## src/shared/flash_host_map.svh

```systemverilog
// Constants for the parallel flash host controller.
// Contract
// RULE_01 - Bottom boot sectors decoded from bits 18:12. In byte mode the code takes bits 18:12 of the byte address in req.addr.
// RULE_02 - Above 0FFFFh, 64 KB sectors by bits 18:15. In byte mode the code takes bits 18:15 of the byte address in req.addr.
// RULE_03 - Byte mode adds bit -1; word uses 18:0.
// RULE_04 - Write needs write low, select low, output-enable high.
// RULE_05 - Address captured on later falling strobe.
// RULE_06 - Data captured on first rising strobe.
// RULE_07 - Protected sectors ignore program and erase.
// RULE_08 - Protected program shows polling about 1 us.
// RULE_09 - Protected erase shows toggling about 50 us.
// RULE_10 - Identification read XX02h gives protection on bit0.
// RULE_11 - Elevated reset voltage unprotects sectors temporarily.
// RULE_12 - Leaving elevated voltage restores protection.
// RULE_13 - Bad sequence returns device to read mode.
// RULE_14 - Suspend and resume valid only during erase.
// RULE_15 - Device powers up in read state.
// RULE_16 - Read/reset command holds array-read state.
// RULE_17 - Leave identification with read/reset F0.
// RULE_18 - Elevated voltage is a separate qualifier input.
`ifndef FLASH_HOST_MAP_SVH
`define FLASH_HOST_MAP_SVH
`define CLK_PERIOD_NS 50
`define T_SETUP_NS 100
`define T_PULSE_NS 100
`define T_HOLD_NS 50
`define CYC_UP(ns) (((ns) + `CLK_PERIOD_NS - 1) / `CLK_PERIOD_NS)
`define SETUP_CYC `CYC_UP(`T_SETUP_NS)
`define PULSE_CYC `CYC_UP(`T_PULSE_NS)
`define HOLD_CYC `CYC_UP(`T_HOLD_NS)
`define UNLOCK_ADDR1 20'h00555
`define UNLOCK_ADDR2 20'h002aa
`define UNLOCK_DATA1 16'h00aa
`define UNLOCK_DATA2 16'h0055
`define CMD_RESET 16'h00f0
`define CMD_ID 16'h0090
`define CMD_PROGRAM 16'h00a0
`define CMD_ERASE 16'h0080
`define CMD_SECTOR 16'h0030
`define CMD_CHIP 16'h0010
`define CMD_SUSPEND 16'h00b0
`define CMD_RESUME 16'h0030
`define PROT_OFFSET 20'h00002
`endif

```

## src/shared/flash_host_pkg.sv

```systemverilog
// Types for the parallel flash host controller.
`default_nettype none
package flash_host_pkg;
	typedef enum logic [3:0] {
		OP_READ = 4'h0,
		OP_RESET = 4'h1,
		OP_ID_ENTER = 4'h2,
		OP_PROT_QUERY = 4'h3,
		OP_PROGRAM = 4'h4,
		OP_SECTOR_ERASE = 4'h5,
		OP_CHIP_ERASE = 4'h6,
		OP_SUSPEND = 4'h7,
		OP_RESUME = 4'h8
	} op_t;
	typedef struct packed {
		op_t op;
		logic [19:0] addr;
		logic [15:0] data;
	} req_t;
	typedef struct packed {
		logic ce_n;
		logic we_n;
		logic oe_n;
		logic [19:0] addr;
		logic [15:0] dq_out;
		logic dq_oe;
	} pins_t;
endpackage : flash_host_pkg
`default_nettype wire

```

## src/rtl/flash_host.sv

```systemverilog
// Host that drives a parallel NOR flash through its strobes.
`include "flash_host_map.svh"
`default_nettype none
module flash_host (
	input wire logic sys_clk,
	input wire logic arst_n,
	input wire logic req_valid,
	input wire flash_host_pkg::req_t req,
	input wire logic byte_mode,
	input wire logic elevated_id_voltage_req,
	input wire logic [15:0] dq_in,
	output logic req_ready,
	output logic done,
	output logic [15:0] rd_data,
	output logic sector_protected,
	output logic [4:0] sector_select,
	output logic elevated_id_voltage,
	output flash_host_pkg::pins_t pins
);
	// ****************************************
	// State.
	// ****************************************
	typedef enum logic [2:0] {
		ST_IDLE = 3'h0,
		ST_SETUP = 3'h1,
		ST_PULSE = 3'h2,
		ST_HOLD = 3'h3,
		ST_NEXT = 3'h4
	} st_t;
	typedef struct packed {
		st_t st;
		logic [3:0] cnt;
		logic [2:0] step;
		logic [2:0] nsteps;
		logic rd;
		flash_host_pkg::req_t cur;
		logic done;
		logic [15:0] rd_data;
		logic prot;
		logic [4:0] sect;
		logic hv;
		flash_host_pkg::pins_t pins;
	} state_t;
	state_t s_ff;
	state_t nxt_s;
	logic [19:0] a_w;
	logic [15:0] d_w;
	logic rd_w;
	logic [2:0] n_w;

	function automatic logic [4:0] decode_sector(input logic [19:0] ba);
		logic [6:0] hi;
		hi = ba[18:12];
		if (hi[6:3] != 4'h0) begin // RULE_02
			decode_sector = 5'(hi[6:3] + 4'h3);
		end else if (hi[2]) begin // RULE_01
			decode_sector = 5'h03;
		end else if (hi[1]) begin
			decode_sector = {4'h0, hi[0]} + 5'h01;
		end else begin
			decode_sector = 5'h00;
		end
	endfunction : decode_sector

	// ****************************************
	// Step table: bus cycle per command step.
	// ****************************************
	always_comb begin
		n_w = 3'h1;
		rd_w = 1'b0;
		a_w = `UNLOCK_ADDR1;
		d_w = `UNLOCK_DATA1;
		case (s_ff.cur.op)
			flash_host_pkg::OP_READ: begin
				rd_w = 1'b1;
				a_w = s_ff.cur.addr;
			end
			flash_host_pkg::OP_RESET, flash_host_pkg::OP_SUSPEND,
			flash_host_pkg::OP_RESUME: begin // RULE_14 RULE_16 RULE_17
				a_w = s_ff.cur.addr;
				d_w = (s_ff.cur.op == flash_host_pkg::OP_RESET) ? `CMD_RESET :
					(s_ff.cur.op == flash_host_pkg::OP_SUSPEND) ?
					`CMD_SUSPEND : `CMD_RESUME;
			end
			default: begin // RULE_13
				n_w = (s_ff.cur.op == flash_host_pkg::OP_PROT_QUERY) ? 3'h4 :
					(s_ff.cur.op == flash_host_pkg::OP_PROGRAM) ? 3'h4 :
					(s_ff.cur.op == flash_host_pkg::OP_ID_ENTER) ? 3'h3 :
					3'h6;
				case (s_ff.step)
					3'h0, 3'h3: begin
						a_w = `UNLOCK_ADDR1;
						d_w = `UNLOCK_DATA1;
					end
					3'h1, 3'h4: begin
						a_w = `UNLOCK_ADDR2;
						d_w = `UNLOCK_DATA2;
					end
					default: begin
						a_w = `UNLOCK_ADDR1;
						d_w = `CMD_ERASE;
					end
				endcase
				if (s_ff.step == 3'h2) begin
					d_w = (s_ff.cur.op == flash_host_pkg::OP_PROGRAM) ?
						`CMD_PROGRAM : (s_ff.cur.op == flash_host_pkg::OP_ID_ENTER
						|| s_ff.cur.op == flash_host_pkg::OP_PROT_QUERY) ?
						`CMD_ID : `CMD_ERASE;
				end
				if (s_ff.step == 3'h3 &&
					s_ff.cur.op == flash_host_pkg::OP_PROT_QUERY) begin // RULE_10
					rd_w = 1'b1;
					a_w = {s_ff.cur.addr[19:12], 12'h000} |
						(byte_mode ? `PROT_OFFSET << 1 : `PROT_OFFSET);
				end
				if (s_ff.step == 3'h3 &&
					s_ff.cur.op == flash_host_pkg::OP_PROGRAM) begin
					a_w = s_ff.cur.addr;
					d_w = s_ff.cur.data;
				end
				if (s_ff.step == 3'h5) begin
					a_w = (s_ff.cur.op == flash_host_pkg::OP_SECTOR_ERASE) ?
						s_ff.cur.addr : `UNLOCK_ADDR1;
					d_w = (s_ff.cur.op == flash_host_pkg::OP_SECTOR_ERASE) ?
						`CMD_SECTOR : `CMD_CHIP;
				end
				if (byte_mode && !rd_w && !(s_ff.step == 3'h3 &&
					s_ff.cur.op == flash_host_pkg::OP_PROGRAM) &&
					!(s_ff.step == 3'h5 && s_ff.cur.op ==
					flash_host_pkg::OP_SECTOR_ERASE)) begin // RULE_03
					a_w = {a_w[18:0], 1'b0};
				end
			end
		endcase
	end

	// ****************************************
	// Sequencer.
	// ****************************************
	always_comb begin
		nxt_s = s_ff;
		nxt_s.done = 1'b0;
		nxt_s.hv = elevated_id_voltage_req; // RULE_11 RULE_12 RULE_18
		case (s_ff.st)
			ST_IDLE: begin // RULE_15
				if (req_valid) begin
					nxt_s.cur = req;
					nxt_s.step = 3'h0;
					nxt_s.sect = decode_sector(req.addr);
					nxt_s.st = ST_NEXT;
				end
			end
			ST_NEXT: begin
				nxt_s.nsteps = n_w;
				nxt_s.rd = rd_w;
				nxt_s.pins.addr = a_w;
				nxt_s.pins.dq_out = d_w;
				nxt_s.pins.dq_oe = !rd_w;
				nxt_s.cnt = 4'(`SETUP_CYC);
				nxt_s.st = ST_SETUP;
			end
			ST_SETUP: begin
				nxt_s.pins.ce_n = 1'b0; // RULE_05
				nxt_s.pins.oe_n = !s_ff.rd;
				nxt_s.pins.we_n = s_ff.rd; // RULE_04
				nxt_s.cnt = 4'(`PULSE_CYC);
				nxt_s.st = ST_PULSE;
			end
			ST_PULSE: begin
				if (s_ff.cnt > 4'h1) begin
					nxt_s.cnt = s_ff.cnt - 4'h1;
				end else begin
					if (s_ff.rd) begin
						nxt_s.rd_data = dq_in;
						nxt_s.prot = dq_in[0];
					end
					nxt_s.pins.we_n = 1'b1; // RULE_06
					nxt_s.pins.oe_n = 1'b1;
					nxt_s.cnt = 4'(`HOLD_CYC);
					nxt_s.st = ST_HOLD;
				end
			end
			ST_HOLD: begin
				nxt_s.pins.ce_n = 1'b1;
				if (s_ff.cnt > 4'h1) begin
					nxt_s.cnt = s_ff.cnt - 4'h1;
				end else if (s_ff.step + 3'h1 >= s_ff.nsteps) begin
					nxt_s.pins.dq_oe = 1'b0;
					nxt_s.done = 1'b1;
					nxt_s.st = ST_IDLE;
				end else begin
					nxt_s.step = s_ff.step + 3'h1;
					nxt_s.st = ST_NEXT;
				end
			end
			default: nxt_s.st = ST_IDLE;
		endcase
	end

	always_ff @(posedge sys_clk or negedge arst_n) begin
		if (!arst_n) begin
			s_ff <= '0;
			s_ff.pins.ce_n <= 1'b1;
			s_ff.pins.we_n <= 1'b1;
			s_ff.pins.oe_n <= 1'b1;
		end else begin
			s_ff <= nxt_s;
		end
	end

	always_ff @(posedge sys_clk or negedge arst_n) begin
		if (!arst_n) begin
			req_ready <= 1'b0;
		end else begin
			req_ready <= (nxt_s.st == ST_IDLE);
		end
	end

	assign done = s_ff.done;
	assign rd_data = s_ff.rd_data;
	assign sector_protected = s_ff.prot;
	assign sector_select = s_ff.sect;
	assign elevated_id_voltage = s_ff.hv;
	assign pins = s_ff.pins;
endmodule : flash_host
`default_nettype wire

```

## config.mk

```make
export PLATFORM = sky130hd
export DESIGN_NAME = flash_host
export DESIGN_NICKNAME = d
export VERILOG_FILES = /design/src/shared/flash_host_pkg.sv /design/src/rtl/flash_host.sv
export VERILOG_INCLUDE_DIRS = /design/src /design/src/shared
export SDC_FILE = /design/constraint.sdc
export NUM_CORES = 1
export LEC_CHECK = 0
export ABC_AREA = 1
export BUFFER_PORTS_ARGS = -buffer_cell sky130_fd_sc_hd__buf_2
export CAP_MARGIN = 20
export CELL_PAD_IN_SITES_DETAIL_PLACEMENT = 0
export CELL_PAD_IN_SITES_GLOBAL_PLACEMENT = 1
export CORE_MARGIN = 3
export CORE_UTILIZATION = 35
export DETAILED_ROUTE_END_ITERATION = 6
export GPL_TIMING_DRIVEN = 0
export MAX_ROUTING_LAYER = met4
export PLACE_DENSITY_LB_ADDON = 0.1
export SLEW_MARGIN = 20
export SYNTH_ARGS = -nofsm -noshare
export SYNTH_HDL_FRONTEND = slang
export SYNTH_SLANG_ARGS = --single-unit
```

## constraint.sdc

```tcl
create_clock -name sys_clk -period 2.6 [get_ports sys_clk]
set_input_delay 0.52 -clock sys_clk [delete_from_list [all_inputs] [get_ports sys_clk]]
set_output_delay 0.52 -clock sys_clk [all_outputs]
set_load 0.01 [all_outputs]
```

Yosys cells after proc, flatten, opt, wreduce, memory -nomap -nowiden
Cells that the tools add are included.
Operators by class
  equal/unequal tests: 22
  multiplexer cells: 49
  $add $sub $neg: 4
  bitwise gates (word level): 2
  order comparisons: 2
  reductions and logical operators: 33
Operator list (number)
  20-bit two-way mux: 6
  16-bit two-way mux: 3
  3-bit two-way mux: 12
  16-bit case mux with 2 select lines: 1
  20-bit by 3-bit bitwise OR with 20-bit output: 1
  8-bit two-way mux: 2
  8-bit case mux with 2 select lines: 1
  5-bit two-way mux: 3
  3-bit case mux with 5 select lines: 1
  3-bit by 2-bit equality test with 1-bit output (second input constant): 4
  4-bit by 3-bit equality test with 1-bit output (second input constant): 3
  6-bit two-way mux: 2
  2-bit != test (second input constant): 6
  4-bit case mux with 3 select lines: 1
  11-bit two-way mux: 1
  3-bit equality test (second input constant): 3
  3-bit zero test: 3
  4-bit by 2-bit equality test with 1-bit output (second input constant): 2
  4-bit two-way mux: 2
  2-bit nonzero test: 4
  1-bit two-way mux: 7
  3-bit by 1-bit equality test with 1-bit output (second input constant): 2
  1-bit logical AND: 6
  1-bit case mux with 2 select lines: 3
  23 further kinds: 33
Word-level totals
  output and inout bits: 65
  bits in registers: 119
  word-level logic and storage cells: 132
  input port bits: 61

Logic depth before layout (Yosys ltp)
  word-level depth: 10
  depth in mapped cells: 13
  depth with buffers taken out: 13

Worst setup path before layout
Ideal clock, no wire load.
  path type: register to register
  from: reg s_ff[108] in the netlist's numbering
  to: reg s_ff[109] in the netlist's numbering
  setup time: 83 ps
  stages on the path, launching flop included: 12
  data arrival time: 1970 ps
  setup slack: 547 ps
  period minus slack after synthesis: 2053 ps
  data required time: 2517 ps
  buffers on the path: 0
  cell sequence: dfrtp_1 -> ha_1 -> ha_1 -> inv_1 -> ha_1 -> nand2_1 -> nor2_1 -> a211oi_1 -> nand3_1 -> nand2_1 -> nand3_1 -> o21ai_0
On the way
  word-level cells in the longest chain between the ends: 4
  elaborated cells between the ends (all ways): 7
  classes of those cells: add/sub (1); order compare (1); eq/ne (1); mux (3); reduce/logical (1)
RTL lines
  start, declared: line flash_host.sv:44  | state_t s_ff;
  start signal, assigned: line flash_host.sv:207  | s_ff <= nxt_s;
  3-bit by 1-bit adder with 3-bit output (*): line flash_host.sv:187, flash_host.sv:192
  3-bit greater-or-equal comparator or 3-bit two-way mux (tied branches): line flash_host.sv:187  | end else if (s_ff.step + 3'h1 >= s_ff.nsteps) begin
  2-bit != test (no source line) or 3-bit two-way mux (tied branches)
  4-bit AND reduction (no source line) or 3-bit case mux with 2 select lines (tied branches)
Every way passes the cells marked *; elsewhere a longest branch is shown, timed or not. The select of a mux whose other input is x is not followed.
A chain may end at the register's enable or synchronous reset.

Worst setup path in the final report
Ends and elaborated chain as after synthesis.

==> reports/qor.yml <==
placed_cells: 1061
antenna_found_initial: 0
setup-violations-final: 0
cts_buffers: 17
post_dp_cell_area_sq_um: 6940
cp_max_fo: 8
io_buffer_count: 125
chipHeight_microns: 137
tightest_slew_ns: 0.742
final_area_sq_um: 7520
p_clk_share_pct: 25.7
clk_latency_ns: 0.42
cts_tree: "done"
synth_warnings: 0
cts.path.max_buffers: 2
synth-edff-count: 0
startpoint_type: "flip-flop"
ys_ff_latch: 118
p_int_mw: 5.47
rsz0062_at_grt: "no"
worstSetupEndpointType: "flip-flop"
r2r-start: "s_ff[108]"
drv_slew: 0
area_growth_pct: 25.3
synth.yosys.seq_area_share_pct: 49.2
synth.distinct_cells: 41
power_density_nw_per_um2: 1180
postCtsHoldBufs: 0
fp.dieW_microns: 137
core_sq_um: 16700
worstPathArrival_ns: 2.56
finClkSkew_ns: 0.00619
avgSynthCellArea_sq_um: 8.40
cp-startpoint: "s_ff[108]"
p_leak_nw: 4.16
grt_remaining_overflow: 0
combPwrFrac_pct: 40.1
synthTopCellsByCount: "nand2_1, dfrtp_1, buf_4"
ys_top_cells_by_area: "dfrtp_1, nand2_1, buf_4"
wl_per_cell_microns: 14.5
p_sw_mw: 3.37
multiInputGateArea_sq_um: 2280
cts.clk_slew.worst_paths_ns: 0.05
synth_top_area_share_pct: 47.9
syn_area_sq_um: 6010
fillers: 1754
drc_errors: 0
start_util_pct: 36.0
placementRows: 47
place_hpwl_mm: 11.9
hold_violations: 0
critPathKind: "reg -> reg"
first_global_vias: 4983
ys_async_sr_fraction_pct: 100
clock-sinks: 118
wirelength_mm: 15.9
seqPwrFrac_pct: 34.2
io_pins: 126
max_freq_mhz: 450
cts_root_buf: "clkbuf_16"
yosysMostFrequentCell: "nand2_1"
synth_area_leader_cell: "dfrtp_1"
dr.pass1.iters: 5
vias_per_cell: 4.51
power.total_mw: 8.84
hp-class: "in -> async"
n_antenna_cell: 0
stdcell_count: 1093
h-tree-depth: 4
die_area_sq_um: 18800
drtIter0Drc: 221
syn_nets: 787
seqCellArea_sq_um: 2960
route.vias.total: 4931
fin_crit_sh_pct: 85.5
crit_required_ns: 2.93
drive_gt1_share_pct: 33.3
outcome: "complete, no violations"
synth_cells: 715
layout.nets: 932
ys_dominant_reg_cell: "dfrtp_1"
grt_pass1_wl_mm: 25.4
drtAntennaViolNets: 0
ir_worst_vdd_uv: 493
layout_min_cycle_time_ns: 2.22
p_sw_share_pct: 38.2
grt_use_total_pct: 18.2
drv_cap: 0
grt_max_degree: 64
relSlewSlack_pct: 50.5
gp_congestion: 0.871
-- power groups by stage --
| stage | sequential, mW | combinational, mW | clock (mW) |
|---|---|---|---|
| detailed placement | 3.05 | 3.58 | 0 |
| global route | 3.12 | 4.06 | 2.41 |
| floorplan | 2.92 | 2.51 | 0 |
| global placement | 3.03 | 3.52 | 0 |
| finish | 3.03 | 3.54 | 2.27 |
| CTS | 3.03 | 3.60 | 2.33 |
-- per-layer routing --
| metal | part of all wire (%) | wire length (microns) | global-route usage [%] |
|---|---|---|---|
| met3 | 5.1 | 817 | 4.01 |
| met1 | 47 | 7520 | 24.1 |
| met5 | 0 | 0 | - |
| met4 | 2.7 | 427 | 7.93 |
| met2 | 45 | 7130 | 27.0 |
-- cell families after synthesis --
| kind of cell | Yosys count | share of synthesized area (%) |
|---|---|---|
| multiplexers | 16 | 3.00 |
| AND/OR/NAND/NOR | 347 | 24.9 |
| flip-flops | 118 | 49.2 |
| XOR/XNOR | 2 | 0.292 |
| AO/OA/AOI/OAI | 81 | 7.35 |
| adder cells (fa/ha/maj) | 11 | 2.29 |
| buffers and inverters | 140 | 12.9 |
-- worst max-delay path, stage by stage (launching register included) --
cell and delay, ns:
dfrtp_1 0.46, ha_1 0.24, ha_1 0.29, inv_1 0.05, ha_1 0.31, nand2_1 0.08, nor2_1 0.04, a211oi_2 0.17
nand3_1 0.20, nand2_2 0.15, nand3_1 0.07, o21ai_0 0.08
-- registers in the layout, summed over array words and instances (netlist names) --
register / count
req_ready: 1
sector_select: 5
rd_data: 16
s_ff: 54
done: 1
elevated_id_voltage: 1
pins: 40
-- path summary, 6_finish.rpt --
kind	end	slack [ns]	cells past startpoint
worst max register to register	s_ff[109]	0.38	11
max in group asynchronous	pins[28]	1.85	2
worst min-delay path	s_ff[114]	0.06	1
worst min register to register	s_ff[65]	0.47	2
min in group sys_clk	elevated_id_voltage	0.21	1
worst max-delay path	s_ff[109]	0.38	11
-- per-stage QoR --
step                      setup TNS (ns)  utilization [%]  worst slack (ns)  hold WS [ns]
after floorplan                        0                -             0.547         0.224
after global placement            -60.68             41.4            -0.536         0.463
after CTS                              0             45.0             0.279        0.0779
after detailed placement               0             41.6             0.289         0.462
final                                  0             45.1             0.378        0.0598
after global routing                   0             45.1            0.0739         0.103
-- cell type report --
cell class              instances  share of cell area (%)
well taps                     220                    3.66
repair buffers                126                    8.76
inverters                      59                    2.96
plain buffers                  81                    7.37
clock inverters                13                    1.76
clock buffers                  19                    5.89
flip-flops and latches        118                    39.3
multi-input cells             457                    30.3
-- cells in the final DEF (no fill, tap or decap), drive strengths merged, types with 6 or more instances in the layout --
master / n
a21oi: 17
inv: 57
nor3: 6
nand2: 222
clkinv: 9
clkbuf: 28
buf: 198
mux2: 16
nand3: 41
o21ai: 52
or2: 13
nand4: 6
nor2: 58
ha: 11
dfrtp: 115
-- what timing repair did --
action / 4_1_cts / 5_1_grt
setup endpoints to repair: 0 / 2
resized for setup: 0 / 2
setup buffers: 0 / 0
Power figures use the tool's default switching activity.
